### config.mk
export PLATFORM = sky130hd
export DESIGN_NAME = psr_status_reg
export DESIGN_NICKNAME = d
export VERILOG_FILES = /design/src/inc/psr_pkg.sv /design/src/design/psr_status_reg.sv
export VERILOG_INCLUDE_DIRS = /design/src /design/src/inc
export SDC_FILE = /design/constraint.sdc
export NUM_CORES = 1
export LEC_CHECK = 0
export BUFFER_PORTS_ARGS = -buffer_cell sky130_fd_sc_hd__buf_2
export CORE_UTILIZATION = 40
export DETAILED_ROUTE_END_ITERATION = 12
export MAX_ROUTING_LAYER = met4
export PLACE_DENSITY_LB_ADDON = 0.12
export SLEW_MARGIN = 25
export SYNTH_ARGS = -nofsm -noshare
export SYNTH_HDL_FRONTEND = slang
export SYNTH_SLANG_ARGS = --single-unit
### constraint.sdc
create_clock -name ref_clk_in -period 5 [get_ports ref_clk_in]
set_input_delay 0.5 -clock ref_clk_in [delete_from_list [all_inputs] [get_ports ref_clk_in]]
set_output_delay 0.5 -clock ref_clk_in [all_outputs]
set_load 0.05 [all_outputs]
### src/inc/psr_cfg.svh
`ifndef PSR_CFG_SVH
`define PSR_CFG_SVH
// Avalon word offsets (byte address = 4 x index)
`define PSR_IDX_BANK0      9'h003
`define PSR_IDX_BANK1      9'h083
`define PSR_IDX_BANK2      9'h103
`define PSR_IDX_BANK3      9'h183
`define PSR_OFF_FLAGS      11'h00c
`define PSR_OFF_CMD        11'h40c
`define PSR_OFF_OPA        11'h410
`define PSR_OFF_ALU        11'h414
`define PSR_OFF_EVT        11'h418
// Field positions
`define PSR_BIT_C          0
`define PSR_BIT_NCARRY     1
`define PSR_BIT_Z          2
`define PSR_BIT_SLEEP      3
`define PSR_BIT_WDOG       4
`define PSR_BIT_DBANK_LO   5
`define PSR_BIT_DBANK_HI   6
`define PSR_BIT_IBANK      7
// Power-on value, low flags undefined so taken as zero
`define PSR_RESET_VAL      8'h18
`define PSR_FLAG_MASK      8'h07
`define PSR_CAUSE_MASK     8'h18
`endif

### src/inc/psr_pkg.sv
package psr_pkg;
   // Operations the execution datapath applies to the register
   typedef enum logic [2:0] {
      PSR_OP_MOVE,
      PSR_OP_CLEAR,
      PSR_OP_ADD,
      PSR_OP_SUB,
      PSR_OP_LOGIC
   } psr_op_e;
endpackage

### src/design/psr_status_reg.sv
// Local design decision: the Avalon-MM register port.
`timescale 1ns/10ps
`include "psr_cfg.svh"
// Operation
// - Status register accepted as destination of any instruction, like any file register.
// - Flag-updating instructions block data writes to zero, carry, nibble carry bits.
// - Software writes never change watchdog expiry or sleep entered flags.
// - Clear operation zeroes bank bits, sets zero flag, keeps cause and carries.
// - Subtraction carry and nibble carry read as inverted borrow.
// - Subtraction adds two's complement of second operand; flags from that sum.
// - Register decoded at four bank-mirrored addresses, one physical register.
module psr_status_reg (
   // Clock and reset
   input  wire logic        ref_clk_in,
   input  wire logic        resetn_in,
   // Avalon-MM slave
   input  wire logic [10:0] avs_address_in,
   input  wire logic        avs_read_in,
   input  wire logic        avs_write_in,
   input  wire logic [31:0] avs_writedata_in,
   input  wire logic [3:0]  avs_byteenable_in,
   output logic      [31:0] avs_readdata_out,
   output logic             avs_waitrequest_out,
   output logic [1:0]       avs_response_out,
   // Reset-cause events from core logic
   input  wire logic        wdt_timeout_in,
   input  wire logic        sleep_exec_in,
   input  wire logic        wdt_clear_in,
   // Bank selects to address decode
   output logic [1:0]       direct_bank_out,
   output logic             indirect_half_out
);
   // Architectural register and the values that feed it
   logic [7:0]  status;
   logic [7:0]  next_status;
   logic [7:0]  cmd_status;     // Value a command write would leave

   // Arithmetic side registers and datapath
   logic [7:0]  operand_a;
   logic [7:0]  alu_result;
   logic [8:0]  sum;
   logic [4:0]  nib;
   logic [7:0]  b_op;
   logic        sub_mode;
   logic        arith_op;

   // Bus decode and strobes
   logic [7:0]  wr_byte;
   logic        ack;
   logic        cmd_hit;
   logic        flag_hit;
   logic        opa_hit;
   logic        rd_take;
   logic        wr_take;
   logic        flag_wr;
   logic        cmd_wr;
   logic        opa_wr;
   psr_pkg::psr_op_e op;

   // Event pins after the two-stage synchroniser
   logic [2:0]  ev_meta;
   logic [2:0]  ev_sync;
   logic        ev_timeout;
   logic        ev_sleep;
   logic        ev_kick;

   // Registered bank bits, one element per select line
   logic        bank_bit [3];

   // Word index decode; true for any mirror of the status register.
   // A mirror in every bank lets code reach the flags without first
   // switching banks, which would itself need the flags.
   function automatic logic is_status(input logic [10:0] a);
      return (a[1:0] == 2'b00) &&
         ((a[10:2] == `PSR_IDX_BANK0) || (a[10:2] == `PSR_IDX_BANK1) ||
          (a[10:2] == `PSR_IDX_BANK2) || (a[10:2] == `PSR_IDX_BANK3));
   endfunction

   // Exact match of one side register; shared by write and read decode
   function automatic logic word_is(input logic [10:0] a, input logic [10:0] off);
      return (a == off);
   endfunction

   // Keep the bits named in keep and take the rest from the new byte.
   // Every masked write goes through here, so no path can forget the
   // cause bits or let a data byte overwrite a flag it must not touch.
   function automatic logic [7:0] merge_keep(input logic [7:0] old_v,
                                             input logic [7:0] new_v,
                                             input logic [7:0] keep);
      return (old_v & keep) | (new_v & ~keep);
   endfunction

   // Address and data decode
   assign flag_hit = is_status(avs_address_in);
   assign cmd_hit  = word_is(avs_address_in, `PSR_OFF_CMD);
   assign opa_hit  = word_is(avs_address_in, `PSR_OFF_OPA);
   assign wr_byte  = avs_writedata_in[7:0];
   assign op       = psr_pkg::psr_op_e'(avs_writedata_in[10:8]);

   // Reads are sampled at the first edge of a request, so the data word
   // already stands at the edge where waitrequest is seen low. Writes land
   // at that accepting edge itself, the only edge the master commits to.
   assign rd_take  = avs_read_in && !ack;
   assign wr_take  = avs_write_in && ack;

   // The command word shares its offset with a status mirror; lane 0 set
   // makes it a plain data write, lane 1 with lane 0 clear makes it a command.
   assign flag_wr  = wr_take && flag_hit && avs_byteenable_in[0];
   assign cmd_wr   = wr_take && cmd_hit && avs_byteenable_in[1] && !avs_byteenable_in[0];
   assign opa_wr   = wr_take && opa_hit && avs_byteenable_in[0];
   assign arith_op = (op == psr_pkg::PSR_OP_ADD) || sub_mode;

   // One wait cycle per access. The ack flop lowers waitrequest for one
   // cycle and then clears, so back-to-back requests each get a fresh
   // wait state and a held request is never taken twice.
   always_ff @(posedge ref_clk_in) begin
      if (!resetn_in)
         ack <= 1'b0;
      else
         ack <= (avs_read_in || avs_write_in) && !ack;
   end
   assign avs_waitrequest_out = (avs_read_in || avs_write_in) && !ack;

   // No error path: unmapped reads return zero and unmapped writes vanish
   assign avs_response_out    = 2'b00;

   // Event pins come from other logic domains; two stages before use.
   // Only the second stage reads the first, so a metastable first flop
   // can never reach the status bits directly.
   always_ff @(posedge ref_clk_in) begin
      if (!resetn_in) begin
         ev_meta <= 3'b000;
         ev_sync <= 3'b000;
      end else begin
         ev_meta <= {wdt_clear_in, sleep_exec_in, wdt_timeout_in};
         ev_sync <= ev_meta;
      end
   end

   // Named views of the synchronised events
   assign ev_timeout = ev_sync[0];
   assign ev_sleep   = ev_sync[1];
   assign ev_kick    = ev_sync[2];

   // Subtraction as addition of two's complement. The inverted operand
   // plus a carry-in of one leaves carry set when no borrow occurred.
   assign sub_mode = (op == psr_pkg::PSR_OP_SUB);
   assign b_op     = sub_mode ? (~status) : status;
   assign sum      = {1'b0, operand_a} + {1'b0, b_op} + {8'h00, sub_mode};

   // Nibble sum from the same inputs, so digit borrow has carry's polarity
   assign nib      = {1'b0, operand_a[3:0]} + {1'b0, b_op[3:0]} + {4'h0, sub_mode};

   // Value a command leaves in the register, before events are merged in
   always_comb begin
      cmd_status = status;
      unique case (op)
         psr_pkg::PSR_OP_MOVE: begin
            // Plain move: data lands everywhere except cause bits
            cmd_status = merge_keep(status, wr_byte, `PSR_CAUSE_MASK);
         end
         psr_pkg::PSR_OP_CLEAR: begin
            // Carries are not touched because a clear never updates them
            cmd_status[`PSR_BIT_IBANK]    = 1'b0;
            cmd_status[`PSR_BIT_DBANK_HI] = 1'b0;
            cmd_status[`PSR_BIT_DBANK_LO] = 1'b0;
            cmd_status[`PSR_BIT_Z]        = 1'b1;
         end
         psr_pkg::PSR_OP_ADD, psr_pkg::PSR_OP_SUB: begin
            // Result byte masked off the flag bits; flags come from the sum
            cmd_status = merge_keep(status, sum[7:0],
                                    `PSR_CAUSE_MASK | `PSR_FLAG_MASK);
            cmd_status[`PSR_BIT_C]      = sum[8];
            cmd_status[`PSR_BIT_NCARRY] = nib[4];
            cmd_status[`PSR_BIT_Z]      = (sum[7:0] == 8'h00);
         end
         psr_pkg::PSR_OP_LOGIC: begin
            // Logic ops set only the zero flag; both carries keep their value
            cmd_status = merge_keep(status, wr_byte,
                                    `PSR_CAUSE_MASK | `PSR_FLAG_MASK);
            cmd_status[`PSR_BIT_Z] = (wr_byte == 8'h00);
         end
         default: begin
            // Undefined op codes leave the register as it is
            cmd_status = status;
         end
      endcase
   end

   // Next value: a data write, else a command, then core events on top.
   // Events are applied last so that, should software and the watchdog
   // or sleep logic meet in one cycle, the cause bits follow the event.
   always_comb begin
      next_status = status;
      if (flag_wr) begin
         next_status = merge_keep(status, wr_byte, `PSR_CAUSE_MASK);
      end else if (cmd_wr) begin
         next_status = cmd_status;
      end
      // Cause bits are owned by watchdog and sleep logic only
      if (ev_kick) begin
         next_status[`PSR_BIT_WDOG]  = 1'b1;
         next_status[`PSR_BIT_SLEEP] = 1'b1;
      end
      if (ev_sleep) begin
         next_status[`PSR_BIT_WDOG]  = 1'b1;
         next_status[`PSR_BIT_SLEEP] = 1'b0;
      end
      if (ev_timeout) begin
         next_status[`PSR_BIT_WDOG]  = 1'b0;
      end
   end

   // Status register itself; the low flags have no defined power-on value,
   // so they start at zero and software must not rely on them
   always_ff @(posedge ref_clk_in) begin
      if (!resetn_in)
         status <= `PSR_RESET_VAL;
      else
         status <= next_status;
   end

   // Operand for arithmetic commands
   always_ff @(posedge ref_clk_in) begin
      if (!resetn_in)
         operand_a <= 8'h00;
      else if (opa_wr)
         operand_a <= wr_byte;
   end

   // Last arithmetic result, visible for checking subtraction.
   // Kept apart from the status byte, whose flag bits mask the result.
   always_ff @(posedge ref_clk_in) begin
      if (!resetn_in)
         alu_result <= 8'h00;
      else if (cmd_wr && arith_op)
         alu_result <= sum[7:0];
   end

   // Read data registered; unmapped words read zero.
   // The word stands until the next read is taken.
   always_ff @(posedge ref_clk_in) begin
      if (!resetn_in) begin
         avs_readdata_out <= 32'h0000_0000;
      end else if (rd_take) begin
         if (flag_hit || word_is(avs_address_in, `PSR_OFF_FLAGS))
            avs_readdata_out <= {24'h00_0000, status};
         else if (opa_hit)
            avs_readdata_out <= {24'h00_0000, operand_a};
         else if (word_is(avs_address_in, `PSR_OFF_ALU))
            avs_readdata_out <= {24'h00_0000, alu_result};
         else if (word_is(avs_address_in, `PSR_OFF_EVT))
            avs_readdata_out <= {29'h0000_0000, ev_sync};
         else
            avs_readdata_out <= 32'h0000_0000;
      end
   end

   // Bank selects feed the data-memory decode. Each line is its own flop,
   // loaded from the next value so the decode follows a write with no lag.
   for (genvar i = 0; i < 3; i++) begin : g_bank
      always_ff @(posedge ref_clk_in) begin
         if (!resetn_in)
            bank_bit[i] <= 1'b0;
         else
            bank_bit[i] <= next_status[`PSR_BIT_DBANK_LO + i];
      end
   end

   // Direct addressing picks one of four banks, indirect one of two halves
   assign direct_bank_out   = {bank_bit[1], bank_bit[0]};
   assign indirect_half_out = bank_bit[2];
endmodule // psr_status_reg

After elaboration in Yosys (flattened, before gate mapping). Memory sizes are Yosys's and may differ from the RTL's. Cells that the tools add are included.

Add/sub/neg operators: 4. Equality and inequality tests: 13. Multiplexer cells: 19. Bitwise logic cells: 7. Reduce and logical (&&, ||, !) cells: 36.

Operators by type and width (number): $mux W8 (6); $eq A11 B11 Y1 const B (4); $or A5 B8 Y8 (3); $eq A9 B9 Y1 const B (2); $logic_not A8 Y1 (2); $logic_and A1 B1 Y1 (12); $pmux W2 S3 (2); $pmux W3 S4 (1); $eq A11 B4 Y1 const B (1); $reduce_bool A5 Y1 (2); $add A8 B8 Y9 (1); $add A9 B1 Y9 (1); $eq A9 B2 Y1 const B (1); $eq A9 B8 Y1 const B (1); $not A8 Y8 (1); $reduce_and A2 Y1 (4); $reduce_bool A4 Y1 (2); $reduce_bool A7 Y1 (1); $eq A3 B2 Y1 const B (2); $logic_or A1 B1 Y1 (6); $mux W1 (6); $reduce_bool A6 Y1 (1); $add A4 B4 Y5 (1); $add A5 B1 Y5 (1); 11 further kinds (15).

Flip-flop bits (word level): 63. RAM bits: 3. Input bits: 54. Output and inout bits: 38. Memories kept: 1.

Memory list: bank_bit (words 3, width 1, read ports 3, clocked after memory_dff 0, write ports 3, RTL line psr_status_reg.sv:68) `logic bank_bit [3];`.

Longest topological paths before layout.
Word-level depth: 11. Depth in mapped cells: 12. Gate-level depth less buffers: 10.

Least setup slack after synthesis. OpenSTA, ideal clock, no wires.

Path type: input to register. Start: in avs_writedata_in[10]. End: reg status[2]. Library setup time: 0.096 ns. Arrival: 2.731 ns. Required time: 4.904 ns. Slack: 2.173 ns. Cell stages on the path: 12. Path through: buf_4 -> nand3b_1 -> buf_6 -> xnor2_1 -> inv_1 -> fa_1 -> nor2b_1 -> o21a_1 -> nor2_1 -> xnor2_1 -> or4_1 -> o41ai_2.

Cells in the longest elaborated chain, start to end: 8. Elaborated cells between the ends (all ways): 15.

Ends and longest elaborated chain: start, declared (RTL line psr_status_reg.sv:20) `input wire logic [31:0] avs_writedata_in,`; $eq A3 B2 Y1 (RTL line psr_status_reg.sv:147, psr_status_reg.sv:157); $mux W8 (RTL line psr_status_reg.sv:148) `assign b_op = sub_mode ? (~status) : status;`; $add A8 B8 Y9 (RTL line psr_status_reg.sv:149) `assign sum = {1'b0, operand_a} + {1'b0, b_op} + {8'h00, sub_mode};`; $add A9 B1 Y9 (RTL line psr_status_reg.sv:149); $logic_not A8 Y1 (RTL line psr_status_reg.sv:175) `` cmd_status[`PSR_BIT_Z] = (sum[7:0] == 8'h00); ``; $pmux W1 S4 (RTL line psr_status_reg.sv:157) `unique case (op)`; $mux W8 (RTL line psr_status_reg.sv:197) `end else if (cmd_wr) begin`; $mux W8 (RTL line psr_status_reg.sv:195) `if (flag_wr) begin`; end signal, assigned (RTL line psr_status_reg.sv:218) `` status <= `PSR_RESET_VAL; ``; end signal, assigned (RTL line psr_status_reg.sv:220) `status <= next_status;`; end, declared (RTL line psr_status_reg.sv:34) `logic [7:0] status;`.

Several ways; a longest one is shown, not always the timed one. The select of a mux whose other input is x is not followed. A chain may end at the register's enable or synchronous reset.

Worst setup path after layout. Ends and elaborated chain as after synthesis.

==> results.toml <==
[synth]
synth_enable_flop_cells = 0
synth_mux_area_frac = 0.0460
syn_area_sq_mm = 0.00261
ys_types = 55
synthCells = 307
synth_compound_area_frac = 0.181
synth_fa_ha_area_frac = 0.0460
ys_async_sr_fraction = 0
synth_xor_xnor_area_share = 0.0503
ys.flop_type = "dfxtp_1"
synth-seq-cells = 42
synth_area_per_cell_sq_um = 8.50
yosys_warnings = 0
yosys.area_share.simple = 0.241
ys_seq_area_frac = 0.322
synth_top_family_by_area = "simple AND/OR/NAND/NOR gates"

[sta]
tightest_slew_ns = 0.848
min_period_over_period = 0.636
timing.fmax_ghz = 0.315
tns_ns = 0
min_period_ns = 3.18
finalMaxSlewViolations = 0
skew_ns = 0.0103
final-setup-viol-count = 0
rsz0062_at_grt = "false"
relSlewSlack = 0.430
finalHoldViolCount = 0

[layout]
syn2layout_area_growth_pct = 9.30
design_area_sq_mm = 0.00285
nNetsFinal = 405
n_antenna_cell = 0
final_cell_mix = "42 x dfxtp_1, 42 x buf_2, 33 x nand2_1"
drive_above_1_share = 0.178

[clocking]
clk_path_buf_depth = 2
htree_levels = 2
clkSlewWorstSetupHoldPaths_ns = 0.09
cts.hold.buffers_added = 0
insertion_delay_ns = 0.30
postCtsSetupRepairBufs = 0
post_cts_resized = 0
cts_tree = "built"
cts_root_buf = "clkbuf_8"
cts_sinks = 42
cts_buffers = 5

[run]
drv_cap = 0

[detailed_routing]
viasPerCell = 5.18
vias = 2169
ant_nets = 0
totalWireLength_mm = 6.29
wire_per_inst_um = 15.0
drc = 0
first_pass_iters = 5
drtIter0Drc = 83

[power_and_ir_drop]
power.density_mw_per_mm2 = 267
leakagePower_nw = 1.13
peakVddDrop_mv = 0.158

[global_route]
grt_pass1_wl_mm = 10.1
grt-ovfl-total = 0
track_usage = 0.208
grt_max_degree = 44
antenna_found_initial = 0
grt_pass1_vias = 1944

[worst_setup_path]
worst_path_max_delay_cell = "or4_1"
crit_buf_inv = 2
crit_chain = "buf_2, nand3b_1, xnor2_1, inv_1, fa_1, nor2b_1, o21a_1, nor2_1, xnor2_1, or4_1, o41ai_2"
max_stage_delay_ns = 0.55
endpoint_kind = "flip-flop"
crit_fanout = 9
arrival_ns = 3.39
critPathKind = "in2reg"
crit_top_cell = "xnor2_1"
critPathLaunchType = "primary input"
cp_top_family = "simple AND/OR/NAND/NOR gates"
critPathRequiredTime_ns = 5.21

[place]
place_area_sq_mm = 0.00274
routabilityCongestion = 0.902
hpwl_mm = 4.81
portBuffers = 42

[floorplanning]
start_util = 0.413
die_area_sq_mm = 0.00685
io_pins = 92
core_sq_mm = 0.00631
die_width_um = 82.8
rows = 29
fp.dieH_um = 82.8

[run_status]
status = "finished, final reports clean"

[worst_hold_path]
holdCritPathClass = "in2reg"
-- power breakdown --
group | internal, W | switching [W] | total (W)
Sequential | 0.000342 | 0.00000429 | 0.000347
Clock | 0.000160 | 0.000117 | 0.000277
Combinational | 0.0000327 | 0.000105 | 0.000138
Total | 0.000535 | 0.000226 | 0.000761
-- Yosys cell counts, types with 2 or more instances --
| library cell | count | share of area |
|---|---|---|
| dfxtp_1 | 42 | 0.32 |
| nand2_1 | 33 | 0.047 |
| buf_4 | 30 | 0.086 |
| nor2_1 | 26 | 0.037 |
| a21oi_1 | 15 | 0.029 |
| o21ai_0 | 15 | 0.029 |
| nor2b_1 | 13 | 0.031 |
| mux2i_1 | 12 | 0.046 |
| xnor2_1 | 12 | 0.040 |
| a221oi_1 | 10 | 0.034 |
| and2_1 | 10 | 0.024 |
| ha_1 | 8 | 0.038 |
| a21boi_0 | 7 | 0.020 |
| nor3_1 | 6 | 0.012 |
| inv_1 | 5 | 0.0072 |
| clkbuf_1 | 4 | 0.0058 |
| nand3_1 | 4 | 0.0077 |
| nand4_1 | 4 | 0.0096 |
| buf_2 | 3 | 0.0058 |
| nor3b_1 | 3 | 0.0086 |
| xor2_1 | 3 | 0.010 |
| a21o_1 | 2 | 0.0058 |
| and3_1 | 2 | 0.0048 |
| nand2b_1 | 2 | 0.0048 |
| nor4_4 | 2 | 0.016 |
| o2111ai_1 | 2 | 0.0067 |
| o221ai_1 | 2 | 0.0067 |
| or2_2 | 2 | 0.0048 |
| or4_1 | 2 | 0.0058 |
-- stage by stage --
step                      setup WS, ns  instances  total power, W   util  hold slack (ns)
after global routing              1.64        419        0.000794  0.452            0.404
after detailed placement          1.52        412        0.000492  0.434            0.423
final                             1.82        419        0.000761  0.452            0.406
after global placement            1.52        412        0.000491  0.434            0.415
after CTS                         1.81        419        0.000766  0.452            0.403
after floorplan                   2.17        332        0.000475      -            0.412
-- worst paths after layout --
kind | slack (ns) | start | end | depth (start not counted)
max | 1.82 | avs_writedata_in[10] | status[2] | 11
min | 0.41 | sleep_exec_in | ev_meta[1] | 2
max reg2reg | 2.49 | status[0] | status[2] | 10
min reg2reg | 0.44 | ev_meta[1] | ev_sync[1] | 1
-- routing by layer --
layer	global-route usage	part of all wire
met4	0.0466	0.0084
met1	0.278	0.51
met5	-	0
met3	0.0437	0.047
met2	0.323	0.44
-- cells by family (layout without fill, tap and decap cells) --
family	Yosys count	after routing
AND/OR/NAND/NOR	116	116
AO/OA/AOI/OAI	67	67
buffers and inverters	45	55
flip-flops	42	42
XOR/XNOR	15	15
multiplexers	12	12
adder cells (fa/ha/maj)	9	9
other	1	26
-- layout make-up --
type | instances | area (sq um)
Inverter | 6 | 22.5
Clock buffer | 6 | 82.6
Fill cell | 663 | 3460
Clock inverter | 1 | 30.0
Tap cell | 77 | 96.3
Sequential cell | 42 | 841
Multi-Input combinational cell | 245 | 1570
Timing Repair Buffer | 42 | 210
-- registers in the layout (all words and copies together) (netlist names) --
signal	cells
alu_result	8
ev_meta	3
operand_a	8
bank_bit	3
avs_readdata_out	8
ack	1
ev_sync	3
status	8
Power figures use the tool's default switching activity.
